### src/hw/adcs_regs_regs.svh
// Purpose: register map, reset values and timing counts of the converter
// Assumes: 8-bit register port, byte-wide registers
// Notes:   definitions only
`ifndef ADCS_REGS_REGS_SVH
`define ADCS_REGS_REGS_SVH

// register offsets
`define ADCS_OFF_CTRL1     8'h0E
`define ADCS_OFF_CTRL2     8'h0F
`define ADCS_OFF_RESULT    8'h20
`define ADCS_OFF_STATUS    8'h21
`define ADCS_OFF_IRQ_STAT  8'h30
`define ADCS_OFF_IRQ_MASK  8'h31

// reset values
`define ADCS_CTRL1_RST     8'h10
`define ADCS_CTRL2_RST     8'h00
`define ADCS_BYTE_ZERO     8'h00

// status register bit positions
`define ADCS_STAT_EOC_BIT  5
`define ADCS_STAT_BUSY_BIT 4

// interrupt status bit of the conversion-done event
`define ADCS_IRQ_DONE_BIT  0

// conversion time codes and their counts in system clock cycles
`define ADCS_CT_W          11
`define ADCS_CODE_39       3'h0
`define ADCS_CODE_78       3'h2
`define ADCS_CODE_156      3'h3
`define ADCS_CODE_312      3'h4
`define ADCS_CODE_624      3'h5
`define ADCS_CODE_1248     3'h6
`define ADCS_CYC_39        11'h027
`define ADCS_CYC_78        11'h04E
`define ADCS_CYC_156       11'h09C
`define ADCS_CYC_312       11'h138
`define ADCS_CYC_624       11'h270
`define ADCS_CYC_1248      11'h4E0
`define ADCS_CNT_ZERO      11'h000
`define ADCS_CNT_ONE       11'h001

// highest channel code that names a real input
`define ADCS_CHAN_MAX      4'h5

`endif

### src/hw/adcs_pkg.sv
// Purpose: types shared by the converter sequencer files
// Assumes: nothing beyond the register header
// Notes:   field layouts follow the control registers bit for bit
package adcs_pkg;

  // control register one
  typedef struct packed {
    logic       start;
    logic       fix6;
    logic       fix5;
    logic       ain_dis;
    logic [3:0] chan;
  } adcs_ctrl1_t;

  // control register two
  typedef struct packed {
    logic [1:0] undef;
    logic       ladder;
    logic       fix4;
    logic [2:0] ctime;
    logic       fix0;
  } adcs_ctrl2_t;

  // sequencer states, one-hot
  typedef enum logic [1:0] {
    ADCS_IDLE = 2'b01,
    ADCS_CONV = 2'b10
  } adcs_state_t;

endpackage

### src/hw/adcs_timer.sv
// Purpose: down counter that times one conversion
// Assumes: ticks stable in the load cycle
// Notes:   done pulses ticks cycles after the load edge
`timescale 1ns/1ps
`include "adcs_regs_regs.svh"

module adcs_timer (
  // clock and reset
  input  wire logic                   clk,
  input  wire logic                   rst_b,
  // control
  input  wire logic                   load,
  input  wire logic                   abort,
  input  wire logic [`ADCS_CT_W-1:0]  ticks,
  // result
  output logic                        done
);

  logic [`ADCS_CT_W-1:0] cnt_ff;
  logic [`ADCS_CT_W-1:0] nxt_cnt;
  logic                  nxt_done;
  logic                  running;

  // count runs while non-zero; abort beats load
  assign running  = (cnt_ff != `ADCS_CNT_ZERO);
  assign nxt_cnt  = abort   ? `ADCS_CNT_ZERO :
                    load    ? ticks :
                    running ? cnt_ff - `ADCS_CNT_ONE : cnt_ff;
  assign nxt_done = !abort && !load && (cnt_ff == `ADCS_CNT_ONE);

  // state
  always_ff @(posedge clk or negedge rst_b) begin
    if (!rst_b) begin
      cnt_ff <= `ADCS_CNT_ZERO;
      done   <= 1'b0;
    end else begin
      cnt_ff <= nxt_cnt;
      done   <= nxt_done;
    end
  end

endmodule

### src/hw/adcs_top.sv
// Purpose: control and status registers of the 8-bit converter sequencer
// Assumes: analog result valid on conv_data_i when the timer expires
// Notes:   one clock; low power level comes from the mode controller
`timescale 1ns/1ps
`include "adcs_regs_regs.svh"

module adcs_top (
  // clock and reset
  input  wire logic       clk,
  input  wire logic       rst_b,
  // register port
  input  wire logic [7:0] reg_addr,
  input  wire logic [7:0] reg_wdata,
  input  wire logic       reg_wr,
  input  wire logic       reg_rd,
  output logic      [7:0] reg_rdata,
  // operating mode
  input  wire logic       low_power_i,
  // analog front end
  input  wire logic [7:0] conv_data_i,
  output logic      [3:0] channel_select,
  output logic            analog_input_disable,
  output logic            ladder_on,
  output logic            sample_active,
  // interrupt
  output logic            conversion_done_irq
);

  logic                 rst_meta_ff;
  logic                 rst_sync_ff;
  adcs_pkg::adcs_ctrl1_t ctrl1_ff;
  adcs_pkg::adcs_ctrl1_t nxt_ctrl1;
  adcs_pkg::adcs_ctrl2_t ctrl2_ff;
  adcs_pkg::adcs_ctrl2_t nxt_ctrl2;
  adcs_pkg::adcs_state_t state_ff;
  adcs_pkg::adcs_state_t nxt_state;
  logic [7:0]           result_ff;
  logic [7:0]           nxt_result;
  logic                 eoc_ff;
  logic                 nxt_eoc;
  logic [7:0]           irq_stat_ff;
  logic [7:0]           nxt_irq_stat;
  logic [7:0]           irq_mask_ff;
  logic [7:0]           nxt_irq_mask;
  logic [7:0]           nxt_rdata;
  logic                 irq_ff;
  logic                 ladder_ff;
  logic                 sample_ff;
  logic                 tmr_done;
  logic [`ADCS_CT_W-1:0] conv_ticks;

  // conversion time code to cycle count; reserved codes fall to shortest
  function automatic logic [`ADCS_CT_W-1:0] ticks_of(input logic [2:0] c);
    logic [`ADCS_CT_W-1:0] t;
    t = `ADCS_CYC_39;
    if (c == `ADCS_CODE_78)   t = `ADCS_CYC_78;
    if (c == `ADCS_CODE_156)  t = `ADCS_CYC_156;
    if (c == `ADCS_CODE_312)  t = `ADCS_CYC_312;
    if (c == `ADCS_CODE_624)  t = `ADCS_CYC_624;
    if (c == `ADCS_CODE_1248) t = `ADCS_CYC_1248;
    return t;
  endfunction

  // reset release through two flops; assertion stays asynchronous
  always_ff @(posedge clk or negedge rst_b) begin
    if (!rst_b) begin
      rst_meta_ff <= 1'b0;
      rst_sync_ff <= 1'b0;
    end else begin
      rst_meta_ff <= 1'b1;
      rst_sync_ff <= rst_meta_ff;
    end
  end

  // address decode
  wire wr_ctrl1 = reg_wr && (reg_addr == `ADCS_OFF_CTRL1);
  wire wr_ctrl2 = reg_wr && (reg_addr == `ADCS_OFF_CTRL2);
  wire wr_istat = reg_wr && (reg_addr == `ADCS_OFF_IRQ_STAT);
  wire wr_imask = reg_wr && (reg_addr == `ADCS_OFF_IRQ_MASK);
  wire rd_res   = reg_rd && (reg_addr == `ADCS_OFF_RESULT);

  // start is taken one cycle after the write; low power blocks it
  wire start_go  = ctrl1_ff.start && !low_power_i;
  wire converting = (state_ff == adcs_pkg::ADCS_CONV);
  wire finish     = tmr_done && converting && !low_power_i;

  assign conv_ticks = ticks_of(ctrl2_ff.ctime);

  // control one: writes land whole, start bit drops once taken
  always_comb begin
    nxt_ctrl1 = ctrl1_ff;
    if (start_go) begin
      nxt_ctrl1.start = 1'b0;
    end
    if (wr_ctrl1) begin
      nxt_ctrl1 = adcs_pkg::adcs_ctrl1_t'(reg_wdata);
    end
    if (low_power_i) begin
      nxt_ctrl1 = adcs_pkg::adcs_ctrl1_t'(`ADCS_CTRL1_RST);
    end
  end

  // control two: plain storage, held at reset value in low power
  always_comb begin
    nxt_ctrl2 = ctrl2_ff;
    if (wr_ctrl2) begin
      nxt_ctrl2 = adcs_pkg::adcs_ctrl2_t'(reg_wdata);
    end
    if (low_power_i) begin
      nxt_ctrl2 = adcs_pkg::adcs_ctrl2_t'(`ADCS_CTRL2_RST);
    end
  end

  // sequencer: a restart while converting simply reloads the timer
  always_comb begin
    nxt_state = state_ff;
    unique case (state_ff)
      adcs_pkg::ADCS_IDLE: begin
        if (start_go) begin
          nxt_state = adcs_pkg::ADCS_CONV;
        end
      end
      adcs_pkg::ADCS_CONV: begin
        if (finish && !start_go) begin
          nxt_state = adcs_pkg::ADCS_IDLE;
        end
      end
    endcase
    if (low_power_i) begin
      nxt_state = adcs_pkg::ADCS_IDLE;
    end
  end

  // result keeps the old value across a restart until the new finish
  assign nxt_result = low_power_i ? `ADCS_BYTE_ZERO :
                      finish      ? conv_data_i : result_ff;

  // end flag: finish wins over both a result read and a restart
  assign nxt_eoc = finish ? 1'b1 :
                   (low_power_i || start_go || rd_res) ? 1'b0 :
                   eoc_ff;

  // sticky done event, write one to clear; a new event beats the clear
  always_comb begin
    nxt_irq_stat = irq_stat_ff;
    if (wr_istat) begin
      nxt_irq_stat = irq_stat_ff & ~reg_wdata;
    end
    if (finish) begin
      nxt_irq_stat[`ADCS_IRQ_DONE_BIT] = 1'b1;
    end
  end

  assign nxt_irq_mask = wr_imask ? reg_wdata : irq_mask_ff;

  // read mux; meaningless bits read zero, data valid one cycle only
  wire [7:0] stat_word = {2'b00, eoc_ff, converting, 4'h0};
  wire [7:0] ctrl2_word = {2'b00, ctrl2_ff[5:0]};
  always_comb begin
    nxt_rdata = `ADCS_BYTE_ZERO;
    if (reg_rd) begin
      unique case (reg_addr)
        `ADCS_OFF_CTRL1:    nxt_rdata = ctrl1_ff;
        `ADCS_OFF_CTRL2:    nxt_rdata = ctrl2_word;
        `ADCS_OFF_RESULT:   nxt_rdata = result_ff;
        `ADCS_OFF_STATUS:   nxt_rdata = stat_word;
        `ADCS_OFF_IRQ_STAT: nxt_rdata = irq_stat_ff;
        `ADCS_OFF_IRQ_MASK: nxt_rdata = irq_mask_ff;
        default:            nxt_rdata = `ADCS_BYTE_ZERO;
      endcase
    end
  end

  // ladder stays on permanently only when software asks for it
  wire nxt_ladder = !low_power_i &&
                    (ctrl2_ff.ladder || converting || start_go);
  wire nxt_irq    = |(nxt_irq_stat & nxt_irq_mask);

  // conversion timer
  adcs_timer u_timer (
    .clk   (clk),
    .rst_b (rst_sync_ff),
    .load  (start_go),
    .abort (low_power_i),
    .ticks (conv_ticks),
    .done  (tmr_done)
  );

  // register state
  always_ff @(posedge clk or negedge rst_sync_ff) begin
    if (!rst_sync_ff) begin
      ctrl1_ff    <= adcs_pkg::adcs_ctrl1_t'(`ADCS_CTRL1_RST);
      ctrl2_ff    <= adcs_pkg::adcs_ctrl2_t'(`ADCS_CTRL2_RST);
      state_ff    <= adcs_pkg::ADCS_IDLE;
      result_ff   <= `ADCS_BYTE_ZERO;
      eoc_ff      <= 1'b0;
      irq_stat_ff <= `ADCS_BYTE_ZERO;
      irq_mask_ff <= `ADCS_BYTE_ZERO;
    end else begin
      ctrl1_ff    <= nxt_ctrl1;
      ctrl2_ff    <= nxt_ctrl2;
      state_ff    <= nxt_state;
      result_ff   <= nxt_result;
      eoc_ff      <= nxt_eoc;
      irq_stat_ff <= nxt_irq_stat;
      irq_mask_ff <= nxt_irq_mask;
    end
  end

  // output flops
  always_ff @(posedge clk or negedge rst_sync_ff) begin
    if (!rst_sync_ff) begin
      reg_rdata <= `ADCS_BYTE_ZERO;
      irq_ff    <= 1'b0;
      ladder_ff <= 1'b0;
      sample_ff <= 1'b0;
    end else begin
      reg_rdata <= nxt_rdata;
      irq_ff    <= nxt_irq;
      ladder_ff <= nxt_ladder;
      sample_ff <= (nxt_state == adcs_pkg::ADCS_CONV);
    end
  end

  // pins taken straight from register flops
  assign channel_select       = ctrl1_ff.chan;
  assign analog_input_disable = ctrl1_ff.ain_dis;
  assign ladder_on            = ladder_ff;
  assign sample_active        = sample_ff;
  assign conversion_done_irq  = irq_ff;
endmodule
### config.mk
export PLATFORM = sky130hd
export DESIGN_NAME = adcs_top
export DESIGN_NICKNAME = d
export VERILOG_FILES = /design/src/hw/adcs_pkg.sv /design/src/hw/adcs_timer.sv /design/src/hw/adcs_top.sv
export VERILOG_INCLUDE_DIRS = /design/src /design/src/hw
export SDC_FILE = /design/constraint.sdc
export NUM_CORES = 1
export LEC_CHECK = 0
export ABC_AREA = 1
export BUFFER_PORTS_ARGS = -buffer_cell sky130_fd_sc_hd__buf_2
export CORE_MARGIN = 3
export CORE_UTILIZATION = 40
export DETAILED_ROUTE_END_ITERATION = 10
export PLACE_DENSITY_LB_ADDON = 0.25
export SLEW_MARGIN = 20
export SYNTH_ARGS = -nofsm -noshare
export SYNTH_HDL_FRONTEND = slang
export SYNTH_SLANG_ARGS = --single-unit
### constraint.sdc
create_clock -name clk -period 5.1 [get_ports clk]
set_clock_uncertainty 0.05 [all_clocks]
set_input_delay 0.765 -clock clk [delete_from_list [all_inputs] [get_ports clk]]
set_output_delay 0.765 -clock clk [all_outputs]
set_load 0.01 [all_outputs]
* Word level (Yosys, flattened, before mapping)
Index checks and enable logic that the tools add are counted.
Operators by class: $add $sub $neg 1, multipliers 0, div/mod/pow operators 0, order comparisons 0, eq/ne operators 15, shift operators 0, muxes and demuxes 26, bitwise logic cells 3, reductions and logical operators 26
Operators by type and width (number):
- $mux 11 | 7
- $mux 8 | 7
- $pmux 8 s6 | 1
- $eq 8x6->1 const B | 4
- $and 8x8->8 | 2
- $eq 8x4->1 const B | 2
- $logic_and 1x1->1 | 12
- $mux 6 | 2
- $eq 11x1->1 const B | 1
- $reduce_bool 11->1 | 1
- $sub 11x1->11 const B | 1
- $eq 3x3->1 const B | 3
- $not 8->8 | 1
- $reduce_bool 2->1 | 4
- $reduce_or 8->1 | 1
- $mux 7 | 1
- $eq 3x2->1 const B | 2
- $mux 2 | 3
- $reduce_bool 3->1 | 2
- $eq 2x2->1 const B | 2
- $logic_or 1x1->1 | 4
- $mux 1 | 4
- $pmux 2 s2 | 1
- $eq 2x1->1 const B | 1
- $logic_not 1->1 | 2
Word-level totals: register bits after elaboration 66, bits in latches 0, bits in writable memories 0, ROM bits 0, output and inout port bits 16, memories kept 0

* Depth between registers and ports, before layout
Gate-level depths: netlist of the first run.
depth in word-level cells 8, depth in mapped cells 11, mapped depth without buffers 11

* Hierarchy
A second synthesis of the first run with hierarchy kept.
Unflattened totals: cells, all modules 455, area, all modules 3524.6 um2
By module, submodules not included:
- adcs_top | instances 1, cells an instance 350, area each 2713.9 um2, seq. area each 1353.8 um2
- adcs_timer | instances 1, cells an instance 105, area each 810.8 um2, seq. area each 300.3 um2

* Worst setup path after synthesis of the first run
Ideal clock, no wire load.
path kind input -> register, start point input port reg_addr[6], end point register ctrl2_ff[2] (netlist bit), setup time 118 ps, arrival 1603 ps, required time 4932 ps, setup slack 3329 ps, stages on the path 9, buffers on the path 1, cell sequence inv_1 nand2_1 nor3_2 nand2_1 o21ai_2 inv_1 buf_6 nand2_1 o21ai_2
Between the ends: cells in the longest elaborated chain, start to end 3
RTL lines:
- start, declared | line adcs_top.sv:12 | input wire logic [7:0] reg_addr,
- $eq 8x4->1
- $logic_and 1x1->1 | line adcs_top.sv:77 | wire wr_ctrl2 = reg_wr && (reg_addr == `ADCS_OFF_CTRL2);
- $reduce_bool 2->1 (no line)
- end signal, assigned | line adcs_top.sv:193 | ctrl2_ff <= adcs_pkg::adcs_ctrl2_t'(`ADCS_CTRL2_RST);
- end signal, assigned | line adcs_top.sv:201 | ctrl2_ff <= nxt_ctrl2;
- end, declared | line adcs_top.sv:33 | adcs_pkg::adcs_ctrl2_t ctrl2_ff;
Every way passes these cells. A chain may end at the register's enable or synchronous reset.

* Worst setup path in the final report of the first run
start point input port low_power_i, end point register u_timer.cnt_ff[1]
Between the ends: cells in the longest elaborated chain, start to end 4, elaborated cells on any way between the ends 5, those cells by class mux: 2; reduce/logical: 3
RTL lines:
- start, declared | line adcs_top.sv:18 | input wire logic low_power_i,
- $logic_not 1->1 | line adcs_top.sv:83 | wire start_go = ctrl1_ff.start && !low_power_i;
- $logic_and 1x1->1 | line adcs_top.sv:83
- $mux 11 | line adcs_timer.sv:27 | load ? ticks :
- $mux 11 | line adcs_timer.sv:26 | assign nxt_cnt = abort ? `ADCS_CNT_ZERO :
- end signal, assigned | line adcs_timer.sv:34 | cnt_ff <= `ADCS_CNT_ZERO;
- end signal, assigned | line adcs_timer.sv:37 | cnt_ff <= nxt_cnt;
- end, declared | line adcs_timer.sv:19 | logic [`ADCS_CT_W-1:0] cnt_ff;
Several ways; a longest one is shown, not always the timed one.

==> results of run 1 <==
[cells in the final DEF, fill, tap and decap left out, types with 2 or more instances in the layout]
| master | synthesis | layout |
|---|---|---|
| clkbuf_1 | 1 | 3 |
| clkbuf_8 | 0 | 10 |
| buf_2 | 1 | 44 |
| o22ai_1 | 10 | 10 |
| o21ai_0 | 26 | 26 |
| dfrtp_1 | 64 | 63 |
| clkinv_2 | 0 | 2 |
| o211ai_1 | 2 | 2 |
| nor2_4 | 4 | 4 |
| o21ai_2 | 6 | 6 |
| nand3_4 | 2 | 2 |
| nand3_1 | 38 | 38 |
| nor3_1 | 7 | 7 |
| inv_2 | 2 | 2 |
| nand2_2 | 2 | 2 |
| a211oi_1 | 2 | 2 |
| nand3_2 | 2 | 2 |
| nand2_1 | 108 | 108 |
| ha_1 | 2 | 2 |
| dfstp_2 | 2 | 2 |
| inv_1 | 65 | 65 |
| a21oi_1 | 19 | 19 |
| nor2_1 | 44 | 44 |
| xor2_1 | 4 | 4 |
[power breakdown]
group	leakage (nW)	switching (mW)	total, mW	internal (mW)
registers	0.890	0.0273	0.588	0.561
logic	0.998	0.167	0.255	0.0882
clock network	0.0974	0.193	0.431	0.238
[sequential cells by signal, indices dropped and copies added, names as in the netlist, 2 cells and up]
register and count:
channel_select 4, ctrl1_ff 3, ctrl2_ff 6, irq_mask_ff 8, irq_stat_ff 8, reg_rdata 8, result_ff 8, state_ff 2
u_timer.cnt_ff 11
[cells by family (layout without fill, tap and decap cells)]
kind of cell	after synthesis	after routing	synth area share
other	1	1	0.001108
adder cells (fa/ha/maj)	2	2	0.007390
flip-flops	66	66	0.4885
XOR/XNOR	4	4	0.01035
AO/OA/AOI/OAI	68	68	0.1157
buffers and inverters	78	129	0.09682
AND/OR/NAND/NOR	212	212	0.2801
[stage by stage]
stage	area, sq um	hold slack, ns	util	std cells
3_3_place_gp	3670	0.2852	0.4606	568
4_1_cts	3859	0.1201	0.4843	584
2_1_floorplan	3386	0.2812	-	431
3_5_place_dp	3670	0.2949	0.4606	568
6_report	3859	0.1344	0.4843	584
5_1_grt	3859	0.1180	0.4843	584
[worst paths after layout]
path	end	slack [ns]
min reg2reg	rst_sync_ff	0.30
max reg2reg	u_timer.cnt_ff[0]	3.44
min	rst_sync_ff	0.13
max	u_timer.cnt_ff[1]	2.89
min in group clk	rst_sync_ff	0.30
max in group asynchronous	irq_stat_ff[5]	4.06
[cell type report]
| type | instances | area, sq um | area share |
|---|---|---|---|
| multi-input cells | 287 | 1404 | 0.3638 |
| well taps | 102 | 127.6 | 0.03307 |
| clock buffers | 13 | 148.9 | 0.03859 |
| flip-flops and latches | 66 | 1655 | 0.4290 |
| inverters | 68 | 255.2 | 0.06615 |
| repair buffers | 45 | 227.7 | 0.05901 |
| clock inverters | 3 | 40.04 | 0.01038 |
[per-layer routing]
metal  part of all wire  up-vias
li1                   -     1465
met1               0.44     1377
met2               0.47      103
met3              0.071       12
met4              0.014        0
met5                  0        -
==> results.py, run 1 <==
metrics = {
    "global_route": {
        "grtUsageMet2": 0.2801,
        "antenna_found_initial": 0,
        "grt_pass1_wl_mm": 13.56,
        "grt_max_degree": 65,
        "grt_pass1_vias": 2770,
        "overflow": 0,
        "groute.layer.met1.usage": 0.2410,
        "top_usage_layer": "met2",
        "grt_usage": 0.1780,
        "grtUsageMet3": 0.05286,
    },
    "logic_synthesis": {
        "synth_edf_count": 0,
        "synth_nets": 462,
        "synthTopCellsByArea": "dfrtp_1, nand2_1, inv_1",
        "ys_async_sr_fraction": 1.000,
        "yosysMostFrequentCell": "nand2_1",
        "synth.cells.most_frequent": "nand2_1, inv_1, dfrtp_1",
        "netlist_area_sq_um": 3386,
        "synth_top_area_share": 0.4730,
        "synth_ff_type": "dfrtp_1",
        "yosysSeqAreaShare": 0.4885,
        "ys_warn_count": 0,
        "ys_ff_latch": 66,
        "syn-instance-count": 431,
        "avgSynthCellArea_sq_um": 7.856,
        "yosysUniqueCellTypes": 35,
        "yosysTopAreaCell": "dfrtp_1",
    },
    "floorplanning": {
        "fp-row-count": 32,
        "coreArea_sq_um": 7968,
        "ioPinCount": 45,
        "die_h_um": 98,
        "start_util": 0.4249,
        "die_w_um": 98,
        "fp.dieArea_sq_um": 9604,
    },
    "finish": {
        "drive_gt1_frac": 0.1722,
        "diodes": 0,
        "fin_nets": 508,
        "area_delta_synth_final_pct": 13.97,
        "fillers": 795,
    },
    "worst_setup_path": {
        "cp_num_cells": 7,
        "worstReg2RegStart": "u_timer.cnt_ff[0]",
        "crit_slowest_cell": "inv_1",
        "worst-path-buf-inv": 3,
        "required_ns": 5.28,
        "end_kind": "register",
        "critPathTopFamily": "buffers and inverters",
        "path_max_fanout": 24,
        "critPathKind": "primary input to register",
        "worstPathCellList": "buf_2, inv_1, nand2_1, inv_1, nand3_1, nand2_1, o21ai_0",
        "reg2reg_depth": 8,
        "arrival_ns": 2.39,
        "max_stage_delay_ns": 0.57,
        "cp-start-kind": "primary input",
        "crit_start": "low_power_i",
    },
    "clock_network": {
        "cts_buffer_depth": 2,
        "cts.clk_slew.worst_paths_ns": 0.07,
        "h-tree-depth": 3,
        "cts-resized-gates": 0,
        "cts_hold_buf": 0,
        "cts_made_buffers": 9,
        "root_buffer": "clkbuf_8",
        "post-cts-setup-buffer-count": 0,
        "clock_sink_count": 66,
        "clk_latency_ns": 0.35,
        "cts_tree": "built",
    },
    "timing": {
        "worstMarginPinSlew_ns": 0.8183,
        "finalMaxSlewViolations": 0,
        "fmax_mhz": 451.8,
        "setup_viol": 0,
        "rsz0062_at_grt": "false",
        "fin_ws_ns": 2.886,
        "hold_viol_final": 0,
        "slew_headroom": 0.4545,
        "fin_crit_ns": 2.214,
        "fin_crit_sh": 0.4340,
        "fin_setup_tns_ns": 0,
    },
    "drt": {
        "avgRoutedWirePerCell_um": 14.00,
        "vias_per_cell": 5.063,
        "wl_mm": 8.177,
        "dr.pass1.iters": 5,
        "drc": 0,
        "vias": 2957,
        "ant_nets": 0,
        "drtIter0Drc": 284,
    },
    "place": {
        "place_ws_ns": 2.529,
        "hpwl_mm": 6.135,
        "port_buffers": 44,
        "place.gp.congestion": 0.9329,
    },
    "power": {
        "power.total_mw": 1.274,
        "powerDensity_nw_per_um2": 330.1,
        "peakVddDrop_mv": 0.1721,
        "power_leakage_nw": 1.986,
    },
    "min_path": {
        "min-delay-path-class": "primary input to asynchronous set/reset pin",
    },
    "outcome": {
        "outcome": "complete, no violations",
    },
    "flow_run": {
        "cap_violations": 0,
    },
}
Note: power is estimated with default switching activity, not from simulation.
==> run 2: changes to the inputs <==
ABC_AREA = 0   (was 1)
clock period = 1.9 ns   (was 5.1 ns; I/O delays follow)
==> run 2 against run 1 <==
  * Die area is 4.3% lower
  * Sequential share of layout area is 2.7 points lower
  * Clock-buffer cell count is 1 lower
  * Routed wire length is 9.8% higher
  * Via count is 0.14% lower
  * The flow now finishes with violations (setup timing)
  * Setup slack worse by 2.9 ns
  * Critical path depth is 1 higher
  * Utilization is 4.6 points higher
  * Register-to-register slack worse by 3.5 ns
  * Clock power grew to 2.8 times the previous value
  * Total power grew to 3.2 times the previous value
==> results.py, run 2 <==
metrics = {
    "outcome": {
        "outcome": "complete, but fails checks",
        "violations": "setup timing",
    },
    "clock_network": {
        "clk_latency_ns": 0.34,
        "cts_buffer_depth": 2,
        "cts_tree": "built",
        "root_buffer": "clkbuf_8",
        "cts_made_buffers": 9,
        "cts.clk_slew.worst_paths_ns": 0.07,
        "h-tree-depth": 3,
        "clock_sink_count": 66,
    },
    "global_route": {
        "grt_usage": 0.2099,
        "grt_pass1_wl_mm": 14.56,
        "overflow": 0,
        "grt_pass1_vias": 2841,
        "antenna_found_initial": 0,
        "grt_max_degree": 46,
    },
    "worst_setup_path": {
        "critPathKind": "register to register",
        "critPathTopFamily": "simple AND/OR/NAND/NOR gates",
        "crit_slowest_cell": "or4b_4",
        "cp-start-kind": "register",
        "arrival_ns": 2.15,
        "required_ns": 2.12,
        "worstPathCellList": "inv_2, ha_4, or4b_4, nor4_4, buf_6, mux2i_2, o21ai_1, nor2_1",
        "path_max_fanout": 7,
        "max_stage_delay_ns": 0.47,
        "end_kind": "register",
        "worst-path-buf-inv": 2,
    },
    "power": {
        "clockPowerShare": 0.299,
        "power_leakage_nw": 1.874,
        "powerDensity_nw_per_um2": 987.6,
        "internal-power_mw": 2.823,
        "power_frac_comb": 0.309,
        "p_sw_frac": 0.3067,
        "switchingPower_mw": 1.249,
        "pwr-share-seq": 0.392,
        "peakVddDrop_mv": 0.8000,
    },
    "finish": {
        "largest_reg_flops": 11,
        "final_util": 0.5308,
        "layout_common_cells": "dfrtp_1, nand2_1, buf_2",
        "final_common_cell": "dfrtp_1",
        "fin_nets": 444,
        "area_delta_synth_final_pct": 27.66,
        "drive_gt1_frac": 0.3110,
        "largest-register": "u_timer.cnt_ff",
        "diodes": 0,
    },
    "timing": {
        "slew_headroom": 0.6580,
        "setup_viol": 2,
        "worstMarginPinSlew_ns": 0.5062,
        "fin_crit_ns": 1.928,
        "whs_ns": 0.1159,
        "hold_viol_final": 0,
        "fin_crit_sh": 1.015,
        "fin_ws_ns": -0.02800,
        "finalMaxSlewViolations": 0,
        "rsz0062_at_grt": "true",
        "fmax_mhz": 518.7,
        "fin_setup_tns_ns": -0.03765,
    },
    "logic_synthesis": {
        "synth.cells.most_frequent": "dfrtp_1, nand2_1, nor2_1",
        "synth_edf_count": 0,
        "synth_nets": 363,
        "synthTopCellsByArea": "dfrtp_1, nand2_1, a21oi_1",
        "netlist_area_sq_um": 3229,
        "synth_ff_type": "dfrtp_1",
        "yosysUniqueCellTypes": 54,
        "yosysTopAreaCell": "dfrtp_1",
        "syn-instance-count": 332,
        "ys_ff_latch": 66,
        "avgSynthCellArea_sq_um": 9.727,
        "yosysMostFrequentCell": "dfrtp_1",
        "ys_async_sr_fraction": 1.000,
        "synth_top_area_share": 0.4959,
        "yosysSeqAreaShare": 0.5122,
        "ys_warn_count": 0,
    },
    "drt": {
        "avgRoutedWirePerCell_um": 17.27,
        "wl_mm": 8.982,
        "drtIter0Drc": 207,
        "dr.pass1.iters": 5,
        "vias_per_cell": 5.679,
        "vias": 2953,
        "ant_nets": 0,
        "drc": 0,
    },
    "floorplanning": {
        "coreArea_sq_um": 7767,
        "fp.dieArea_sq_um": 9187,
        "start_util": 0.4158,
        "die_h_um": 95.85,
        "die_w_um": 95.85,
        "fp-row-count": 32,
        "ioPinCount": 45,
    },
    "min_path": {
        "min-delay-path-class": "primary input to register",
    },
    "place": {
        "port_buffers": 44,
        "place.gp.congestion": 0.8958,
        "hpwl_mm": 6.514,
    },
    "flow_run": {
        "cap_violations": 0,
    },
}
run 2: cell count changes after synthesis, sizes merged, moves of 6 or more:
cell | before | now
o22ai | 10 | 0
nand3 | 42 | 17
a22oi | 0 | 11
a22o | 0 | 8
o41ai | 0 | 6
clkbuf | 1 | 12
nand2 | 111 | 45
a21boi | 0 | 9
o21ai | 32 | 17
inv | 67 | 9
nor4 | 0 | 6
nor2 | 49 | 25
run 2: kinds of logic after synthesis:
logic type               count (synthesis)  synth area share
AO/OA/AOI/OAI                           96            0.2065
flip-flops                              66            0.5122
buffers and inverters                   28           0.03913
XOR/XNOR                                 5           0.01356
adder cells (fa/ha/maj)                  2          0.007748
AND/OR/NAND/NOR                        131            0.2100
multiplexers                             3          0.009686
other                                    1          0.001161
run 2: routing by layer:
metal	routed length (um)	track usage
met5	0	0
met4	275	0.1019
met3	633	0.03987
met2	4027	0.3023
met1	4046	0.3016
run 2: final timing paths:
kind / slack [ns] / cells past startpoint / start / to
min in group asynchronous: 0.17 / 0 / rst_sync_ff / result_ff[6]
hold reg to reg: 0.17 / 0 / rst_sync_ff / result_ff[6]
hold / removal: 0.12 / 2 / conv_data_i[2] / result_ff[2]
setup reg to reg: -0.03 / 8 / u_timer.cnt_ff[1] / u_timer.cnt_ff[1]
max in group asynchronous: 0.99 / 1 / rst_sync_ff / analog_input_disable
setup / recovery: -0.03 / 8 / u_timer.cnt_ff[1] / u_timer.cnt_ff[1]
run 2: cell type report:
| class | instances | area, sq um |
|---|---|---|
| fill | 744 | 3645 |
| sequential | 66 | 1655 |
| multi-input combinational | 238 | 1524 |
| timing repair buffer | 89 | 576.8 |
| clock buffer | 12 | 155.1 |
| tap | 102 | 127.6 |
| clock inverter | 4 | 50.05 |
| inverter | 9 | 33.78 |
run 2: power by group through the flow:
| stage | Sequential, mW | Clock (mW) | Combinational, mW |
|---|---|---|---|
| final | 1.60 | 1.22 | 1.26 |
| after detailed placement | 1.62 | 0 | 1.05 |
| after CTS | 1.59 | 1.26 | 1.17 |
| after global routing | 1.61 | 1.32 | 1.39 |
| after global placement | 1.62 | 0 | 1.03 |
| after floorplan | 1.64 | 0 | 0.618 |
run 2: stage by stage:
stage / setup slack, ns / instances / power [mW] / instance area, sq um
floorplan: -0.1006 / 332 / 2.258 / 3261
global placement: -0.1145 / 499 / 2.654 / 3835
detailed placement: -0.1827 / 499 / 2.670 / 3835
CTS: -0.01300 / 519 / 4.018 / 4094
global route: -0.1438 / 520 / 4.318 / 4123
finish: -0.02800 / 520 / 4.071 / 4123
run 2: what timing repair did:
| action | CTS | global route |
|---|---|---|
| endpoints found under the hold margin | 2 | 0 |
| hold buffers | 1 | 0 |
| setup endpoints to repair | 10 | 9 |
| setup buffers | 3 | 1 |
| cloned | 0 | 0 |
| resized for setup | 6 | 6 |
| pin swaps | 3 | 5 |
==> run 3: changes to the inputs <==
CELL_PAD_IN_SITES_DETAIL_PLACEMENT = 0   (was default)
CELL_PAD_IN_SITES_GLOBAL_PLACEMENT = 2   (was default)
CORE_UTILIZATION = 30   (was 40)
==> run 3 against run 2 <==
  * The run still ends with setup timing left
  * Non-clock buffer count increased by 8
  * First-iteration DRC count up 0.97%
  * Cell count increased by 8.1%
  * Clock power barely moved
  * Largest power group unchanged
  * Sequential share of layout area shrank 1.1 points
  * Highest routed layer unchanged
  * Total power increased by 0.39%
  * Setup slack gained 0.0068 ns
  * Die area up 31%
  * Hold slack got worse by 0.0039 ns
==> results.py, run 3 (same netlist as run 2, synthesis figures left out) <==
metrics = {
    "outcome": {
        "outcome": "complete, but fails checks",
        "violations": "setup timing",
    },
    "clock_network": {
        "h-tree-depth": 3,
        "cts_tree": "built",
        "cts.clk_slew.worst_paths_ns": 0.07,
        "clock_sink_count": 66,
        "root_buffer": "clkbuf_8",
        "cts_buffer_depth": 2,
        "clk_latency_ns": 0.33,
        "cts_made_buffers": 9,
    },
    "drt": {
        "vias": 2891,
        "dr.pass1.iters": 5,
        "vias_per_cell": 5.144,
        "ant_nets": 0,
        "drc": 0,
        "avgRoutedWirePerCell_um": 17.57,
        "drtIter0Drc": 209,
        "wl_mm": 9.876,
    },
    "worst_setup_path": {
        "arrival_ns": 2.14,
        "critPathKind": "register to register",
        "cp-start-kind": "register",
        "end_kind": "register",
        "required_ns": 2.12,
        "path_max_fanout": 7,
    },
    "power": {
        "powerDensity_nw_per_um2": 965.0,
        "power_leakage_nw": 1.912,
        "peakVddDrop_mv": 0.6842,
    },
    "min_path": {
        "min-delay-path-class": "primary input to register",
    },
    "floorplanning": {
        "coreArea_sq_um": 10420,
        "die_w_um": 109.8,
        "start_util": 0.3100,
        "fp.dieArea_sq_um": 12050,
        "ioPinCount": 45,
        "fp-row-count": 37,
        "die_h_um": 109.8,
    },
    "global_route": {
        "groute.layer.met1.usage": 0.2541,
        "grt_max_degree": 65,
        "antenna_found_initial": 0,
        "grt_pass1_wl_mm": 15.46,
        "grt_pass1_vias": 2797,
        "grt_usage": 0.1728,
        "overflow": 0,
        "top_usage_layer": "met2",
        "grtUsageMet2": 0.2594,
        "grtUsageMet3": 0.02701,
    },
    "place": {
        "place.gp.congestion": 0.7889,
        "hpwl_mm": 7.336,
        "port_buffers": 44,
        "dp.cells": 542,
    },
    "timing": {
        "hold_viol_final": 0,
        "whs_ns": 0.1120,
        "finalMaxSlewViolations": 0,
        "fin_crit_ns": 1.921,
        "setup_viol": 1,
        "fmax_mhz": 520.5,
        "rsz0062_at_grt": "true",
        "fin_crit_sh": 1.011,
        "fin_ws_ns": -0.02118,
    },
    "finish": {
        "diodes": 0,
        "fin_nets": 452,
        "final_common_cell": "dfrtp_1",
        "fin_cells": 562,
        "largest_reg_flops": 11,
        "fillers": 1052,
        "layout_common_cells": "dfrtp_1, buf_4, nand2_1",
        "largest-register": "u_timer.cnt_ff",
        "drive_gt1_frac": 0.3263,
        "area_delta_synth_final_pct": 31.15,
    },
    "flow_run": {
        "cap_violations": 0,
    },
}
## run 3: path summary, 6_finish.rpt
kind	start	endpoint	slack (ns)	depth (start not counted)
max reg2reg	u_timer.cnt_ff[1]	u_timer.cnt_ff[1]	-0.02	8
max in group asynchronous	rst_sync_ff	analog_input_disable	1.24	1
min reg2reg	rst_sync_ff	result_ff[5]	0.23	1
min in group asynchronous	rst_b	rst_meta_ff	0.21	2
min	conv_data_i[0]	result_ff[0]	0.11	2
max	u_timer.cnt_ff[1]	u_timer.cnt_ff[1]	-0.02	8
## run 3: per-layer routing
| layer | routed length [um] | part of all wire |
|---|---|---|
| met1 | 4843 | 0.49 |
| met2 | 4438 | 0.45 |
| met3 | 503 | 0.051 |
| met4 | 91 | 0.0092 |
| met5 | 0 | 0 |
## run 3: where the power goes
group | internal [mW] | switching, mW
sequential | 1.51 | 0.0734
clock | 0.676 | 0.540
combinational | 0.651 | 0.636
total | 2.84 | 1.25
## run 3: timing repair
action / CTS / global route
pin swaps: 4 / 4
gates resized for setup: 5 / 6
hold buffers: 1 / 0
buffers inserted: 1 / 2
setup endpoints to repair: 9 / 11
hold endpoints to repair: 2 / 0
## run 3: critical path, cell delays in order, from the launching register on
cell and delay (ns):
dfrtp_1 0.39, inv_2 0.08, ha_4 0.12, or4b_4 0.48, nor4_4 0.16, buf_6 0.16
mux2i_1 0.21, o21ai_1 0.08, nor2_1 0.12
## run 3: through the flow
stage	area [sq um]	util	total power, mW	setup TNS (ns)	worst slack (ns)
final	4235	0.4066	4.087	-0.02118	-0.02118
after global routing	4235	0.4066	4.322	-0.4825	-0.1575
after CTS	4195	0.4028	4.079	-0.02866	-0.02866
after detailed placement	3951	0.3793	2.758	-1.174	-0.2047
after global placement	3951	0.3793	2.738	-0.9356	-0.1965
after floorplan	3261	-	2.258	-0.6729	-0.1006
## run 3: final cells by class
class	count	area, sq um	share of cell area
flip-flops and latches	66	1655	0.3908
clock buffers	12	155.1	0.03663
repair buffers	97	636.9	0.1504
multi-input cells	238	1534	0.3622
well taps	136	170.2	0.04018
inverters	9	33.78	0.007976
clock inverters	4	50.05	0.01182
